==> src/rtl/rsc_regs.svh <==
// Purpose: Register map, field positions and timing constants for the
//          reset source controller.
// Assumes: 25 MHz system clock, 32-bit peripheral bus addresses.
// Notes:   Definitions only; include by bare name.
`ifndef RSC_REGS_SVH
`define RSC_REGS_SVH

// Register byte addresses
`define RSC_CFG_ADDR      32'h40005008
`define RSC_KEY_ADDR      32'h4000500C
`define RSC_STA_ADDR      32'h40005040

// Reset values and writable masks
`define RSC_CFG_RESET     16'h000F
`define RSC_CFG_WMASK     16'h000F
`define RSC_KEY_RESET     16'h0000
`define RSC_STA_WMASK     16'h000F
// Status after power-on: only the power-on flag set
`define RSC_STA_AFTER_POR 16'h0001
`define RSC_DATA_ZERO     16'h0000

// Configuration fields
`define RSC_CFG_ANALOG    3
`define RSC_CFG_PINS      0

// Status fields
`define RSC_STA_SOFT      3
`define RSC_STA_WDT       2
`define RSC_STA_PIN       1
`define RSC_STA_POR       0

// Unlock key words, in order
`define RSC_KEY_FIRST     16'h2009
`define RSC_KEY_SECOND    16'h0426

// Processor-side soft reset request (written by software, not here)
`define RSC_SYSRESET_ADDR 32'hE000ED0C
`define RSC_SYSRESET_WORD 32'h05FA0004

// Timing
`define RSC_CLK_NS        40
`define RSC_HOLD_NS       1000
`define RSC_HOLD_CYCLES   ((`RSC_HOLD_NS + `RSC_CLK_NS - 1) / `RSC_CLK_NS)
`define RSC_WDT_DEFAULT_S 32
`define RSC_NS_PER_S      1000000000
`define RSC_WDT_CYCLES    (`RSC_WDT_DEFAULT_S * (`RSC_NS_PER_S / `RSC_CLK_NS))

`endif

==> src/rtl/rsc_pkg.sv <==
// Purpose: Types shared by the reset source controller files.
// Assumes: Nothing beyond SystemVerilog.
// Notes:   Constants live in rsc_regs.svh.
package rsc_pkg;
    // Key protection state
    typedef enum logic [1:0] {
        RSC_LOCKED,
        RSC_KEY_HALF,
        RSC_UNLOCKED
    } rsc_lock_e;

    // Register select from address decode
    typedef enum logic [1:0] {
        RSC_SEL_NONE,
        RSC_SEL_CFG,
        RSC_SEL_KEY,
        RSC_SEL_STA
    } rsc_sel_e;

    typedef logic [7:0]  rsc_count_t;
    typedef logic [15:0] rsc_word_t;
endpackage

==> src/rtl/rsc_hold_timer.sv <==
// Purpose: Stretches a reset request into a minimum-length reset pulse.
// Assumes: start is synchronous to sys_clk.
// Notes:   Starts busy out of power-on so the power-on reset is stretched.
`timescale 1ns/1ps
`include "rsc_regs.svh"
module rsc_hold_timer (
    input  wire logic sys_clk,
    input  wire logic reset_n,
    input  wire logic start,
    output logic      busy
);
    import rsc_pkg::*;

    rsc_count_t count_reg;   // Cycles left in the pulse
    rsc_count_t count_next;

    // Reload while the request stands, then count down to zero
    always_comb begin
        if (start) begin
            count_next = rsc_count_t'(`RSC_HOLD_CYCLES);
        end else if (count_reg != '0) begin
            count_next = count_reg - 8'h01;
        end else begin
            count_next = count_reg;
        end
    end

    // Power-on counts as a full reset, so start loaded
    always_ff @(posedge sys_clk or negedge reset_n) begin
        if (!reset_n) begin
            count_reg <= rsc_count_t'(`RSC_HOLD_CYCLES);
        end else begin
            count_reg <= count_next;
        end
    end

    assign busy = (count_reg != '0);
endmodule

==> src/rtl/rsc_reset_ctrl.sv <==
// Purpose: Reset source controller: records the reset cause, holds the
//          key-protected retention settings and drives the reset fans.
// Assumes: reset_n is the power-on reset; other sources are synchronous.
// Notes:   Registers sit on the peripheral bus (APB3 signalling).
//
// Overview of operation
// - Four sources: pin, power-on, watchdog, software
// - Bit 3 zero keeps analog state
// - Bit 0 zero keeps pins, logic
// - Two fixed pins always reset
// - Two key words, then configuration write
// - Other register write relocks key
// - Status holds cause until software clears
// - Software reset sets status bit 3
// - Watchdog timeout sets status bit 2
// - Reset pin sets status bit 1
// - Power-on sets status bit 0
// - Power-on clears the status register, to bit 0 alone; other resets only set bits
// - Pin and power-on resets reset everything
// - Watchdog enabled with default timeout after reset
`timescale 1ns/1ps
`include "rsc_regs.svh"
module rsc_reset_ctrl #(
    parameter logic [31:0] WDT_DEFAULT_CYCLES = 32'(`RSC_WDT_CYCLES)
) (
    input  wire logic        sys_clk,
    input  wire logic        reset_n,
    input  wire logic        ext_reset_pin_n,
    input  wire logic        wdt_timeout,
    input  wire logic        core_sysreset_req,
    input  wire logic        foreign_write,
    input  wire logic        psel,
    input  wire logic        penable,
    input  wire logic        pwrite,
    input  wire logic [31:0] paddr,
    input  wire logic [31:0] pwdata,
    output logic      [31:0] prdata,
    output logic             pready,
    output logic             pslverr,
    output logic             core_reset_n,
    output logic             pins_logic_reset_n,
    output logic             analog_reset_n,
    output logic             fixed_pins_reset_n,
    output logic             wdt_load_default,
    output logic      [31:0] wdt_default_count
);
    import rsc_pkg::*;

    // Address decode, used by both read and write paths
    function automatic rsc_sel_e rsc_decode(input logic [31:0] addr);
        case (addr)
            `RSC_CFG_ADDR: rsc_decode = RSC_SEL_CFG;
            `RSC_KEY_ADDR: rsc_decode = RSC_SEL_KEY;
            `RSC_STA_ADDR: rsc_decode = RSC_SEL_STA;
            default:       rsc_decode = RSC_SEL_NONE;
        endcase
    endfunction

    rsc_sel_e    sel;        // Decoded register
    logic        wr_any;     // Access-phase write
    logic        wr_cfg;     // Write to configuration
    logic        wr_key;     // Write to key
    logic        wr_sta;     // Write to status
    logic        wr_other;   // Any other peripheral write
    logic        pin_evt;    // Reset pin asserted
    logic        wdt_evt;    // Watchdog timeout
    logic        soft_evt;   // Processor system reset
    logic        any_evt;    // Any non-power-on source
    logic        busy;       // Reset pulse active
    rsc_word_t   wdata;      // Low half of write data
    rsc_word_t   set_mask;   // Status bits set this cycle

    rsc_word_t   cfg_reg, cfg_next;
    rsc_word_t   key_reg, key_next;
    rsc_word_t   sta_reg, sta_next;
    rsc_lock_e   lock_reg, lock_next;
    logic        full_reg, full_next;   // Current pulse is a full reset
    logic [31:0] rdata_reg, rdata_next;
    logic [4:0]  out_reg, out_next;     // Registered reset fans

    // Bus strobes
    assign sel      = rsc_decode(paddr);
    assign wdata    = pwdata[15:0];
    assign wr_any   = psel & penable & pwrite;
    assign wr_cfg   = wr_any & (sel == RSC_SEL_CFG);
    assign wr_key   = wr_any & (sel == RSC_SEL_KEY);
    assign wr_sta   = wr_any & (sel == RSC_SEL_STA);
    assign wr_other = wr_sta | foreign_write |
                      (wr_any & (sel == RSC_SEL_NONE));
    // No wait states; unmapped addresses answer with an error
    assign pready   = 1'b1;
    assign pslverr  = psel & penable & (sel == RSC_SEL_NONE);

    // software path arrives as the processor request pulse
    assign pin_evt  = ~ext_reset_pin_n;
    assign wdt_evt  = wdt_timeout;
    assign soft_evt = core_sysreset_req;
    assign any_evt  = pin_evt | wdt_evt | soft_evt;

    // Stretch each request into a clean reset pulse
    rsc_hold_timer u_hold (
        .sys_clk (sys_clk),
        .reset_n (reset_n),
        .start   (any_evt),
        .busy    (busy)
    );

    // Status, key and configuration next values
    always_comb begin
        set_mask = `RSC_DATA_ZERO;
        set_mask[`RSC_STA_SOFT] = soft_evt;
        set_mask[`RSC_STA_WDT]  = wdt_evt;
        set_mask[`RSC_STA_PIN]  = pin_evt;
        // sticky, one clears; set beats clear in same cycle
        sta_next = sta_reg;
        if (wr_sta) begin
            sta_next = sta_reg & ~(wdata & `RSC_STA_WMASK);
        end
        sta_next = sta_next | set_mask;

        key_next  = key_reg;
        lock_next = lock_reg;
        cfg_next  = cfg_reg;
        if (any_evt) begin
            // every reset relocks and clears the key
            key_next  = `RSC_KEY_RESET;
            lock_next = RSC_LOCKED;
        end else if (wr_key) begin
            // key words must arrive in order
            key_next = wdata;
            if (wdata == `RSC_KEY_FIRST) begin
                lock_next = RSC_KEY_HALF;
            end else if (wdata == `RSC_KEY_SECOND &&
                         lock_reg == RSC_KEY_HALF) begin
                lock_next = RSC_UNLOCKED;
            end else begin
                lock_next = RSC_LOCKED;
            end
        end else if (wr_cfg) begin
            // only an unlocked write lands; either way relock
            if (lock_reg == RSC_UNLOCKED) begin
                cfg_next = wdata & `RSC_CFG_WMASK;
            end
            lock_next = RSC_LOCKED;
        end else if (wr_other) begin
            // any other write throws the key away
            lock_next = RSC_LOCKED;
        end
        // pin reset returns the configuration to defaults
        if (pin_evt) begin
            cfg_next = `RSC_CFG_RESET;
        end
    end

    // Pulse kind and reset fans
    always_comb begin
        // a pin event anywhere in the pulse makes it full
        if (pin_evt) begin
            full_next = 1'b1;
        end else if (any_evt && !busy) begin
            full_next = 1'b0;
        end else begin
            full_next = full_reg;
        end
        // Fans are active high here; all but the watchdog load are inverted at the ports
        out_next[0] = busy;
        // pins and logic retained only when bit is zero
        out_next[1] = busy & (full_reg | cfg_reg[`RSC_CFG_PINS]);
        // analog retained only when bit is zero
        out_next[2] = busy & (full_reg | cfg_reg[`RSC_CFG_ANALOG]);
        out_next[3] = busy;
        // watchdog reloads its defaults on every reset
        out_next[4] = busy;
    end

    // Read data captured in the setup phase, stable in access
    always_comb begin
        rdata_next = rdata_reg;
        if (psel && !penable && !pwrite) begin
            case (sel)
                RSC_SEL_CFG: rdata_next = {16'h0000, cfg_reg};
                RSC_SEL_KEY: rdata_next = {16'h0000, key_reg};
                RSC_SEL_STA: rdata_next = {16'h0000, sta_reg};
                default:     rdata_next = 32'h00000000;
            endcase
        end
    end

    // State registers; power-on is the only asynchronous reset
    always_ff @(posedge sys_clk or negedge reset_n) begin
        if (!reset_n) begin
            cfg_reg   <= `RSC_CFG_RESET;
            key_reg   <= `RSC_KEY_RESET;
            // power-on flag set; only a status write of one clears it
            sta_reg   <= `RSC_STA_AFTER_POR;
            lock_reg  <= RSC_LOCKED;
            full_reg  <= 1'b1;
            rdata_reg <= 32'h00000000;
            out_reg   <= 5'h1F;
        end else begin
            cfg_reg   <= cfg_next;
            key_reg   <= key_next;
            sta_reg   <= sta_next;
            lock_reg  <= lock_next;
            full_reg  <= full_next;
            rdata_reg <= rdata_next;
            out_reg   <= out_next;
        end
    end

    assign prdata             = rdata_reg;
    assign core_reset_n       = ~out_reg[0];
    assign pins_logic_reset_n = ~out_reg[1];
    assign analog_reset_n     = ~out_reg[2];
    assign fixed_pins_reset_n = ~out_reg[3];
    assign wdt_load_default   = out_reg[4];
    // Constant load value; the watchdog counts it down itself
    assign wdt_default_count  = WDT_DEFAULT_CYCLES;
endmodule

==> config.mk <==
export PLATFORM = sky130hd
export DESIGN_NAME = rsc_reset_ctrl
export DESIGN_NICKNAME = d
export VERILOG_FILES = /design/src/rtl/rsc_pkg.sv /design/src/rtl/rsc_hold_timer.sv /design/src/rtl/rsc_reset_ctrl.sv
export VERILOG_INCLUDE_DIRS = /design/src /design/src/rtl
export SDC_FILE = /design/constraint.sdc
export NUM_CORES = 1
export LEC_CHECK = 0
export BUFFER_PORTS_ARGS = -buffer_cell sky130_fd_sc_hd__buf_4
export CAP_MARGIN = 5
export CORE_MARGIN = 3
export CORE_UTILIZATION = 28
export CTS_CLUSTER_DIAMETER = 40
export DETAILED_ROUTE_END_ITERATION = 7
export PLACE_DENSITY = 0.56
export SETUP_SLACK_MARGIN = 0.4
export SLEW_MARGIN = 40
export SYNTH_ARGS = -nofsm -noshare
export SYNTH_HDL_FRONTEND = slang
export SYNTH_SLANG_ARGS = --single-unit
==> constraint.sdc <==
create_clock -name sys_clk -period 2.03 [get_ports sys_clk]
set_input_delay 0.1015 -clock sys_clk [delete_from_list [all_inputs] [get_ports sys_clk]]
set_output_delay 0.1015 -clock sys_clk [all_outputs]
set_load 0.05 [all_outputs]
# --- Word-level counts from Yosys, hierarchy flattened ---
# Index checks and enable logic that the tools add are counted.
# Widths: inputs -> output; s select.
totals:
  input_bits: 73
  reg_bits: 95
classes:
  n_reduce_logical: 13
  addsub: 1
  eq_ne: 15
  n_bitwise: 23
  n_mux: 20
ops:
  columns: ["op", "n"]
  rows:
  - ["$mux 16", 8]
  - ["$eq 32x31->1 const B", 3]
  - ["$pmux 16 s3", 1]
  - ["$and 16x16->16", 1]
  - ["$eq 16x11->1 const B", 1]
  - ["$eq 16x14->1 const B", 1]
  - ["$mux 8", 2]
  - ["$not 4->16", 1]
  - ["$or 16x4->16", 1]
  - ["$mux 2", 6]
  - ["$and 1x1->1", 9]
  - ["$reduce_bool 8->1", 1]
  - ["$sub 8x1->8 const B", 1]
  - ["$eq 2x2->1 const B", 3]
  - ["$ne 2x1->1 const B", 3]
  - ["$or 1x1->1", 6]
  - ["$pmux 2 s3", 1]
  - ["$not 1->1", 5]
  - ["$eq 2x1->1 const B", 2]
  - ["$logic_and 1x1->1", 4]
  - ["$ne 2x2->1 const B", 2]
  - ["$reduce_and 4->1", 1]
  - ["$reduce_bool 2->1", 2]
  - ["$reduce_bool 4->1", 1]
  - ["3 further kinds", 6]

# --- Depth between registers and ports, before layout ---
# Gate-level depths: netlist (run 1).
depth:
  depth_word: 10
  ltp_mapped: 7
  depth_no_buf: 7

# --- Modules after synthesis ---
# From an unflattened synthesis (run 1), not the netlist that was laid out.
hier_totals:
  hier_cells: 278
  hier_area_um2: 2922.8
by_module_without_submodules:
  columns: ["mod", "area_each_um2", "n_inst", "cells_each"]
  rows:
  - ["rsc_reset_ctrl", 2477.4, 1, 231]
  - ["rsc_hold_timer", 445.4, 1, 47]

# --- Worst setup path before layout (run 1) ---
# Ideal clock, no wire load.
synth_timing:
  kind: "register to register"
  startpoint: "register u_hold.count_reg[0]"
  endpoint: "register u_hold.count_reg[1]"
  setup_time_ns: 0.094
  arrival_ns: 1.834
  stages_incl_launch_ff: 7
  slack_ns: 0.102
  path_cell_list: "dfstp_2 inv_1 ha_1 or3b_2 nor3_2 inv_1 a211oi_1"
synth_between:
  word_cells_on_any_way: 5
synth_rtl:
  columns: ["element", "line_no", "source"]
  rows:
  - ["start, declared", "rsc_hold_timer.sv:14", "rsc_count_t count_reg;"]
  - ["start signal, assigned", "rsc_hold_timer.sv:31", "count_reg <= rsc_count_t'(`RSC_HOLD_CYCLES);"]
  - ["start signal, assigned", "rsc_hold_timer.sv:33", "count_reg <= count_next;"]
  - ["$reduce_bool 8->1", null, null]
  - ["via busy", "rsc_reset_ctrl.sv:69", "logic busy;"]
  - ["$reduce_bool 2->1 (no source line)", null, null]
# The timed path passes the listed nets, and every way through them passes these cells. The select of a mux whose other input is x is not followed.
# A chain may end at the register's enable or synchronous reset.

# --- Worst setup path in the final report (run 1) ---
layout_timing:
  startpoint: "register u_hold.count_reg[1]"
  endpoint: "register u_hold.count_reg[1]"
# Same word-level chain as after synthesis.

==> impl_metrics.ini, run 1 <==
[setup_path]
reg2reg_from = u_hold.count_reg[1]$_DFFE_PN0P_
cp-end-kind = register
crit_path_start_kind = register
arrival_ns = 1.94
reg2reg_setup_slack_ns = 0.31
r2r_cells = 6
crit_start = u_hold.count_reg[1]$_DFFE_PN0P_
cp-endpoint = u_hold.count_reg[1]$_DFFE_PN0P_
required_ns = 2.25
worstPathMaxFanout = 6
reg2reg_to = u_hold.count_reg[1]$_DFFE_PN0P_
crit_type = register to register

[synthesis]
synth.cell_area_um2 = 2850
synth_edf_count = 0
synth_top_family_by_area = simple AND/OR/NAND/NOR gates
synth.avg_cell_area_um2 = 10.3
synth-compound-area-share_pct = 15.1
synth-seq-area-share_pct = 47.9
yosysTopAreaCellShare_pct = 36.9
yosys.area_share.xor_xnor_pct = 0.921
ys_async_sr_fraction_pct = 100
synth_warnings = 0
ys_ff_latch = 54
synth_top_cell_by_area = dfrtp_1
synth-adder-area-share_pct = 0.439
muxShareOfSynthArea_pct = 1.40
synth_simple_gate_area_share_pct = 18.1
synthCells = 276
yosysUniqueCellTypes = 46
synth_area_leaders = dfrtp_1 37%, buf_4 13%, dfstp_2 11%
ys.flop_type = dfrtp_1

[timing]
max_slew_margin_pct = 54.7
maxSlewViolCount = 0
timing.fmax_mhz = 583
hold_ws_ns = 0.0170
fin_ws_ns = 0.314
period_share_pct = 84.5
fin_setup_tns_ns = 0
period_minus_slack_ns = 1.72
skew_ns = 0.0155
worstMarginPinSlew_ns = 0.680
setup_viol = 0
hold_viol = 0
grt_setup_unrepaired = yes

[cts]
cts_num_sinks = 54
cts-buffers-inserted = 5
htree_levels = 2
cts_buffer_depth = 2
clk_latency_ns = 0.31
ctsRootBufferMaster = clkbuf_8
path_clk_slew_ns = 0.11
cts_tree = built

[routing]
avgViaCountPerCell = 4.56
antenna_left = 0
vias = 2332
drt-wirelength-per-cell_um = 14.0
drtPass1Iterations = 4
dr.first_iter.drc_count = 76
wl_um = 7180
drc = 0

[layout]
post_route_cells_drive_above_1_share_pct = 39.2
fillCellCount = 1014
fin_nets = 451
areaGrowthSynthToFinish_pct = 35.3
seqCellArea_um2 = 1370
final_util_pct = 39.3
multi_input_area_um2 = 1370
num_antenna_cells = 0

[status]
status = completed

[floorplanning]
fp-row-count = 36
initial_utilization_pct = 29.0
chipWidth_um = 107
core_area_um2 = 9820
top_level_ports = 144
die-area_um2 = 11400
fp.dieH_um = 107

[hold_path]
hold-path-cell-count = 2
hp-class = input port to register

[placed_design]
post-place-ws_ns = 0.0894
port_buffers = 78
hpwl_um = 5380
gp_congestion = 0.781

[power]
cellPowerDensity_nw_per_um2 = 547
power_leakage_uw = 0.00176
vdd_drop_max_v = 0.000303

[run]
maxCapViolCount = 0

[global_routing]
grt_pass1_wl_um = 11300
antenna_found_initial = 0
grt_pass1_vias = 2278
overflow = 0
grt_max_degree = 55
track_usage_pct = 12.4
==> worst min path at each step <==
| stage | from | to | slack (ns) |
|---|---|---|---|
| 2_1_floorplan | reset_n | key_reg[0]$_DFFE_PN0P_ | -0.19 |
| 3_3_place_gp | reset_n | u_hold.count_reg[2]$_DFFE_PN0P_ | 0.19 |
| 3_5_place_dp | reset_n | u_hold.count_reg[5]$_DFFE_PN0P_ | 0.19 |
| 4_1_cts | pwdata[10] | key_reg[10]$_DFFE_PN0P_ | 0.0009 |
| 5_1_grt | pwdata[11] | key_reg[11]$_DFFE_PN0P_ | 0.004 |
| 6_report | pwdata[14] | key_reg[14]$_DFFE_PN0P_ | 0.02 |
==> critical path, cell delays in order, from the launching register on <==
cell and delay [ns]:
dfrtp_1 0.40, inv_2 0.07, ha_4 0.13, or3b_4 0.39, nor3_4 0.28, inv_2 0.14, a211oi_2 0.23
==> stage by stage <==
| step | std cells | total power (µW) | instance area [µm²] |
|---|---|---|---|
| final | 511 | 2110 | 3860 |
| after floorplan | 323 | 1410 | 3110 |
| after global routing | 511 | 2220 | 3860 |
| after CTS | 509 | 2150 | 3800 |
| after detailed placement | 486 | 1490 | 3530 |
| after global placement | 486 | 1490 | 3530 |
==> placed cells by master, fill, tap and decap left out, drive strengths merged, types with 2 or more instances in the layout <==
| cell type | netlist | routed |
|---|---|---|
| a21o | 2 | 2 |
| a21oi | 8 | 8 |
| a22o | 28 | 28 |
| a22oi | 3 | 3 |
| a31o | 2 | 2 |
| and2 | 2 | 2 |
| buf | 54 | 97 |
| clkbuf | 5 | 5 |
| conb | 2 | 49 |
| dfrtp | 42 | 42 |
| dfstp | 12 | 12 |
| dlygate4sd3 | 0 | 9 |
| inv | 10 | 12 |
| mux2i | 4 | 4 |
| nand2 | 12 | 12 |
| nand2b | 4 | 4 |
| nand3 | 8 | 8 |
| nand3b | 3 | 3 |
| nand4 | 2 | 2 |
| nand4b | 2 | 2 |
| nor2 | 12 | 12 |
| nor2b | 3 | 3 |
| nor3 | 4 | 4 |
| nor3b | 2 | 2 |
| nor4 | 9 | 9 |
| nor4b | 4 | 4 |
| o21ai | 10 | 10 |
| or3 | 3 | 3 |
| or3b | 4 | 4 |
| or4 | 6 | 6 |
| xnor2 | 3 | 3 |
==> metal layers <==
layer	global-route usage (%)	vias up	routed length, µm
met5	0	-	0
met4	3.56	0	68
met3	2.65	6	456
met2	21.7	95	3620
met1	15.3	1132	3030
li1	-	1099	-
==> repair_timing <==
item / CTS / global route
pin swaps: 9 / 3
endpoints found under the setup margin: 8 / 19
setup buffers: 6 / 2
hold buffers: 9 / 0
resized for setup: 11 / 10
endpoints found under the hold margin: 54 / 0
==> logic make-up (layout without fill, tap and decap cells) <==
family,Yosys count,count (layout)
other,2,49
XOR/XNOR,3,3
AO/OA/AOI/OAI,58,58
buffers and inverters,69,124
multiplexers,4,4
flip-flops,54,54
adder cells (fa/ha/maj),1,1
AND/OR/NAND/NOR,85,85
==> layout make-up <==
class | count | area share (%)
sequential | 54 | 35.4
clock buffer | 5 | 1.78
clock inverter | 3 | 0.681
inverter | 10 | 0.973
multi-input combinational | 200 | 35.4
tap | 133 | 4.31
timing repair buffer | 106 | 21.4
==> power breakdown <==
group	internal (µW)	leakage (µW)	total, µW	switching, µW
logic	110	0.00101	410	300
clock network	255	0.0000491	622	368
registers	1080	0.000697	1080	1.28
==> Yosys cell counts, drive strengths merged, types with 5 or more instances <==
| cell | n |
|---|---|
| a22o | 28 |
| o21ai | 10 |
| dfstp | 12 |
| clkbuf | 5 |
| nand3 | 8 |
| dfrtp | 42 |
| buf | 54 |
| a21oi | 8 |
| inv | 10 |
| nor4 | 9 |
| nand2 | 12 |
| nor2 | 12 |
| or4 | 6 |
No activity file was read; power rests on OpenSTA's default activity.
==> inputs of run 2 (changes only) <==
--- a/config.mk
+++ b/config.mk
@@ -12,7 +12,7 @@
 export CORE_UTILIZATION = 28
 export CTS_CLUSTER_DIAMETER = 40
 export DETAILED_ROUTE_END_ITERATION = 7
-export PLACE_DENSITY = 0.56
+export PLACE_DENSITY = 0.54
 export SETUP_SLACK_MARGIN = 0.4
 export SLEW_MARGIN = 40
 export SYNTH_ARGS = -nofsm -noshare
==> constraint.sdc (replaced) <==
create_clock -name sys_clk -period 1.7 [get_ports sys_clk]
set_input_delay 0.085 -clock sys_clk [delete_from_list [all_inputs] [get_ports sys_clk]]
set_output_delay 0.085 -clock sys_clk [all_outputs]
set_load 0.05 [all_outputs]
==> run 2 against run 1 <==
Against the previous run:
- first-iteration DRC count unchanged
- largest cell class unchanged
- sequential cell count is the same
- sequential power is 19% higher
- worst hold slack got worse by 0.0052 ns
- combinational power rose by 24%
- global-route usage is 0.58 points higher
- count of clock-buffer cells in the layout up 2
- via count increased by 1.5%
- critical path depth grew 1
- critical path type unchanged
==> impl_metrics.ini, run 2 (synthesized netlist as in run 1, its figures left out) <==
[placed_design]
post-place-ws_ns = -0.155
place_area_um2 = 3620
hpwl_um = 5410
gp_congestion = 0.795
dpl.cell_count = 497
port_buffers = 78

[global_routing]
grt_pass1_wl_um = 11900
track_usage_pct = 12.9
overflow = 0
antenna_found_initial = 0
grt_max_degree = 55
grt_pass1_vias = 2393

[routing]
drtPass1Iterations = 4
avgViaCountPerCell = 4.52
drt-wirelength-per-cell_um = 14.6
vias = 2366
dr.first_iter.drc_count = 76
wl_um = 7650
antenna_left = 0
drc = 0

[layout]
most-common-layout-cells = 98 x buf_4, 49 x conb_1, 42 x dfrtp_1
stdcell_area_um2 = 4160
areaGrowthSynthToFinish_pct = 45.9
fin_nets = 464
post_route_cells_drive_above_1_share_pct = 47.1
fillCellCount = 980
final_cells = 524
mostFrequentLayoutCell = buf_4
num_antenna_cells = 0
multi_input_area_um2 = 1520
seqCellArea_um2 = 1370
final_util_pct = 42.4

[setup_path]
critPathBufInv = 2
r2r_cells = 7
reg2reg_from = u_hold.count_reg[0]$_DFFE_PN1P_
cp-end-kind = register
arrival_ns = 1.91
worstPathMaxFanout = 5
cp_slowest_stage_delay_ns = 0.55
cp-endpoint = u_hold.count_reg[3]$_DFFE_PN1P_
reg2reg_to = u_hold.count_reg[3]$_DFFE_PN1P_
path_cells = inv_2 -> ha_4 -> or3b_4 -> nor3_4 -> buf_6 -> or3_1 -> nand3_1
critical_path.top_delay_family = simple AND/OR/NAND/NOR gates
cp_slowest_cell = dfstp_2
reg2reg_setup_slack_ns = 0.03
required_ns = 1.94
crit_start = u_hold.count_reg[0]$_DFFE_PN1P_
crit_path_start_kind = register
cp_num_cells = 7
crit_type = register to register

[timing]
period_minus_slack_ns = 1.67
max_slew_margin_pct = 53.7
fin_setup_tns_ns = 0
worstMarginPinSlew_ns = 0.694
setup_viol = 0
maxSlewViolCount = 0
fin_ws_ns = 0.0319
period_share_pct = 98.1
grt_setup_unrepaired = yes
skew_ns = 0.00409
timing.fmax_mhz = 599
hold_viol = 0

[run]
maxCapViolCount = 0

[power]
cellPowerDensity_nw_per_um2 = 605
vdd_drop_max_v = 0.000333
power_leakage_uw = 0.00191

[cts]
cts_buffer_depth = 2
cts_tree = built
cts_num_sinks = 54
ctsRootBufferMaster = clkbuf_8
clk_latency_ns = 0.30
htree_levels = 2
cts-buffers-inserted = 5
path_clk_slew_ns = 0.09

[floorplanning]
fp.dieH_um = 107
die-area_um2 = 11400
chipWidth_um = 107
initial_utilization_pct = 29.0
fp-row-count = 36
top_level_ports = 144
core_area_um2 = 9820

[status]
status = completed

[hold_path]
hp-class = input port to register
-- run 2: metrics by stage --
| stage | total power, µW | hold slack, ns |
|---|---|---|
| after floorplan | 1690 | -0.211 |
| after global placement | 1780 | 0.174 |
| after detailed placement | 1780 | 0.181 |
| after CTS | 2530 | 0.000248 |
| after global routing | 2650 | 0.00423 |
| final | 2520 | 0.0118 |
-- run 2: what timing repair did --
item / in CTS / in global routing
resized for setup: 28 / 39
setup endpoints to repair: 39 / 53
pin swaps: 15 / 18
buffers inserted: 10 / 3
gates cloned: 1 / 0
hold buffers: 2 / 3
hold endpoints to repair: 43 / 3
-- run 2: worst min path at each step --
stage	slack [ns]	from	cells past startpoint	end
after floorplan	-0.21	reset_n	0	key_reg[0]$_DFFE_PN0P_
after global placement	0.17	reset_n	1	prdata[7]$_DFFE_PN0P_
after detailed placement	0.18	reset_n	1	prdata[9]$_DFFE_PN0P_
after CTS	0.0002	pwdata[5]	2	key_reg[5]$_DFFE_PN0P_
after global routing	0.004	pwdata[14]	2	key_reg[14]$_DFFE_PN0P_
final	0.01	pwdata[5]	2	key_reg[5]$_DFFE_PN0P_
-- run 2: layout make-up --
class	instances	share of cell area, %
multi-input combinational	200	36.6
timing repair buffer	119	23.5
clock inverter	1	0.120
clock buffer	7	2.07
tap	133	4.00
sequential	54	32.8
inverter	10	0.902
-- run 2: power by group --
part | switching [µW] | leakage (µW) | internal [µW]
combinational | 365 | 0.00116 | 144
sequential | 1.80 | 0.000697 | 1290
clock | 391 | 0.0000482 | 329
total | 758 | 0.00191 | 1760
-- run 2: metal layers --
metal | share of wire, % | wire length (µm) | up-vias | GRT usage (%)
li1 | - | - | 1128 | -
met1 | 41 | 3150 | 1162 | 16.5
met2 | 54 | 4100 | 72 | 22.8
met3 | 4.4 | 339 | 4 | 2.23
met4 | 0.72 | 55 | 0 | 3.01
met5 | 0 | 0 | - | 0
==> inputs of run 3 (changes only) <==
--- a/config.mk
+++ b/config.mk
@@ -12,8 +12,9 @@
 export CORE_UTILIZATION = 28
 export CTS_CLUSTER_DIAMETER = 40
 export DETAILED_ROUTE_END_ITERATION = 7
-export PLACE_DENSITY = 0.54
+export PLACE_DENSITY = 0.61
 export SETUP_SLACK_MARGIN = 0.4
+export SKIP_CTS_REPAIR_TIMING = 1
 export SLEW_MARGIN = 40
 export SYNTH_ARGS = -nofsm -noshare
 export SYNTH_HDL_FRONTEND = slang
==> run 3 against run 2 <==
Against the previous run:
- the flow now finishes with violations (negative setup slack)
- total power rose by 7.6%
- sequential power barely moved
- sequential share of layout area fell by 0.42 points
- core utilization rose by 0.55 points
- cell count rose by 0.38%
- routed wire length rose by 3.9%
- worst hold slack got worse by 0.0032 ns
- clock power rose by 25%
- largest cell class unchanged
==> impl_metrics.ini, run 3 (synthesized netlist as in run 1, its figures left out) <==
[setup_path]
cp-end-kind = register
cp_slowest_cell = dfrtp_1
path_cells = inv_1 -> ha_2 -> or3b_4 -> nor3_4 -> buf_4 -> xnor2_1 -> nand2_1
reg2reg_to = u_hold.count_reg[0]$_DFFE_PN1P_
reg2reg_setup_slack_ns = -0.002
required_ns = 1.95
worstPathMaxFanout = 7
crit_path_start_kind = register
crit_type = register to register
critical_path.top_delay_family = simple AND/OR/NAND/NOR gates
critPathBufInv = 2
cp_slowest_stage_delay_ns = 0.39
arrival_ns = 1.95
r2r_cells = 7
reg2reg_from = u_hold.count_reg[1]$_DFFE_PN0P_

[power]
power_leakage_uw = 0.00193
vdd_drop_max_v = 0.000314
finalPower_uw = 2710
cellPowerDensity_nw_per_um2 = 643

[layout]
most-common-layout-cells = 92 x buf_4, 49 x conb_1, 42 x dfrtp_1
multi_input_area_um2 = 1480
areaGrowthSynthToFinish_pct = 47.8
seqCellArea_um2 = 1370
num_antenna_cells = 0
fin_nets = 466
mostFrequentLayoutCell = buf_4
fillCellCount = 947
post_route_cells_drive_above_1_share_pct = 44.5

[timing]
hold_viol = 0
period_minus_slack_ns = 1.70
skew_ns = 0.0150
worstMarginPinSlew_ns = 0.695
period_share_pct = 100
max_slew_margin_pct = 53.7
timing.fmax_mhz = 587
fin_setup_tns_ns = -0.00410
fin_ws_ns = -0.00237
setup_viol = 2
maxSlewViolCount = 0
hold_ws_ns = 0.00861
grt_setup_unrepaired = yes

[hold_path]
whs_endpoint = key_reg[12]$_DFFE_PN0P_
worstHoldStart = pwdata[12]
hold-path-cell-count = 2
hp-class = input port to register

[cts]
clk_latency_ns = 0.31
htree_levels = 2
cts_num_sinks = 54
cts-buffers-inserted = 5
path_clk_slew_ns = 0.11
cts_buffer_depth = 2
cts_tree = built
ctsRootBufferMaster = clkbuf_8

[status]
status = finished, violations left
violations = negative setup slack

[floorplanning]
chipWidth_um = 107
fp-row-count = 36
fp.dieH_um = 107
die-area_um2 = 11400
top_level_ports = 144
core_area_um2 = 9820
initial_utilization_pct = 29.0

[routing]
wl_um = 7950
drc = 0
drt-wirelength-per-cell_um = 15.1
antenna_left = 0
drtPass1Iterations = 4
vias = 2415
avgViaCountPerCell = 4.59
dr.first_iter.drc_count = 138

[global_routing]
grt_max_degree = 55
overflow = 0
track_usage_pct = 11.9
grt_pass1_wl_um = 11000
antenna_found_initial = 0
grt_pass1_vias = 2168

[placed_design]
gp_congestion = 0.816
port_buffers = 78
hpwl_um = 5510

[run]
maxCapViolCount = 0
## run 3: cell count changes in the layout (fill, tap and decap cells not counted), moves of 3 or more
cell	previous run	this run
o21ai_0	6	3
buf_4	98	92
o21ai_1	3	6
dlygate4sd3_1	5	10
## run 3: layout make-up
type	instances	share of cell area (%)
Clock buffer	5	1.63
Clock inverter	3	1.13
Inverter	10	0.890
Multi-Input combinational cell	200	35.2
Sequential cell	54	32.4
Tap cell	133	3.95
Timing Repair Buffer	121	24.8
## run 3: routing by layer
metal / up-vias / track usage (%) / share of wire (%)
met5: - / 0 / 0
met1: 1216 / 15.6 / 42
met2: 65 / 20.2 / 54
met3: 5 / 2.35 / 4.0
li1: 1129 / - / -
met4: 0 / 3.11 / 0.57
## run 3: how the worst max path moves through the flow
stage               depth (start not counted)                       startpoint                               to
floorplan                                   7  u_hold.count_reg[1]$_DFFE_PN0P_  u_hold.count_reg[5]$_DFFE_PN0P_
global placement                            6                        paddr[17]           cfg_reg[3]$_DFFE_PN1P_
detailed placement                          6                        paddr[17]           cfg_reg[3]$_DFFE_PN1P_
CTS                                         7  u_hold.count_reg[1]$_DFFE_PN0P_  u_hold.count_reg[0]$_DFFE_PN1P_
global route                                7  u_hold.count_reg[1]$_DFFE_PN0P_  u_hold.count_reg[7]$_DFFE_PN0P_
finish                                      7  u_hold.count_reg[1]$_DFFE_PN0P_  u_hold.count_reg[0]$_DFFE_PN1P_
## run 3: where the power goes
part | internal [µW] | total (µW) | switching (µW)
logic | 151 | 523 | 372
clock network | 447 | 898 | 451
registers | 1290 | 1290 | 1.40
total | 1890 | 2710 | 824
## run 3: metrics by stage
stage | area [µm²] | cells | util (%) | setup slack [ns]
6_report | 4220 | 526 | 42.9 | -0.00237
2_1_floorplan | 3110 | 323 | - | 0.0478
3_3_place_gp | 3610 | 495 | 36.7 | -0.137
3_5_place_dp | 3610 | 495 | 36.7 | -0.132
5_1_grt | 4220 | 526 | 42.9 | -0.0973
4_1_cts | 3720 | 503 | 37.9 | -0.0376
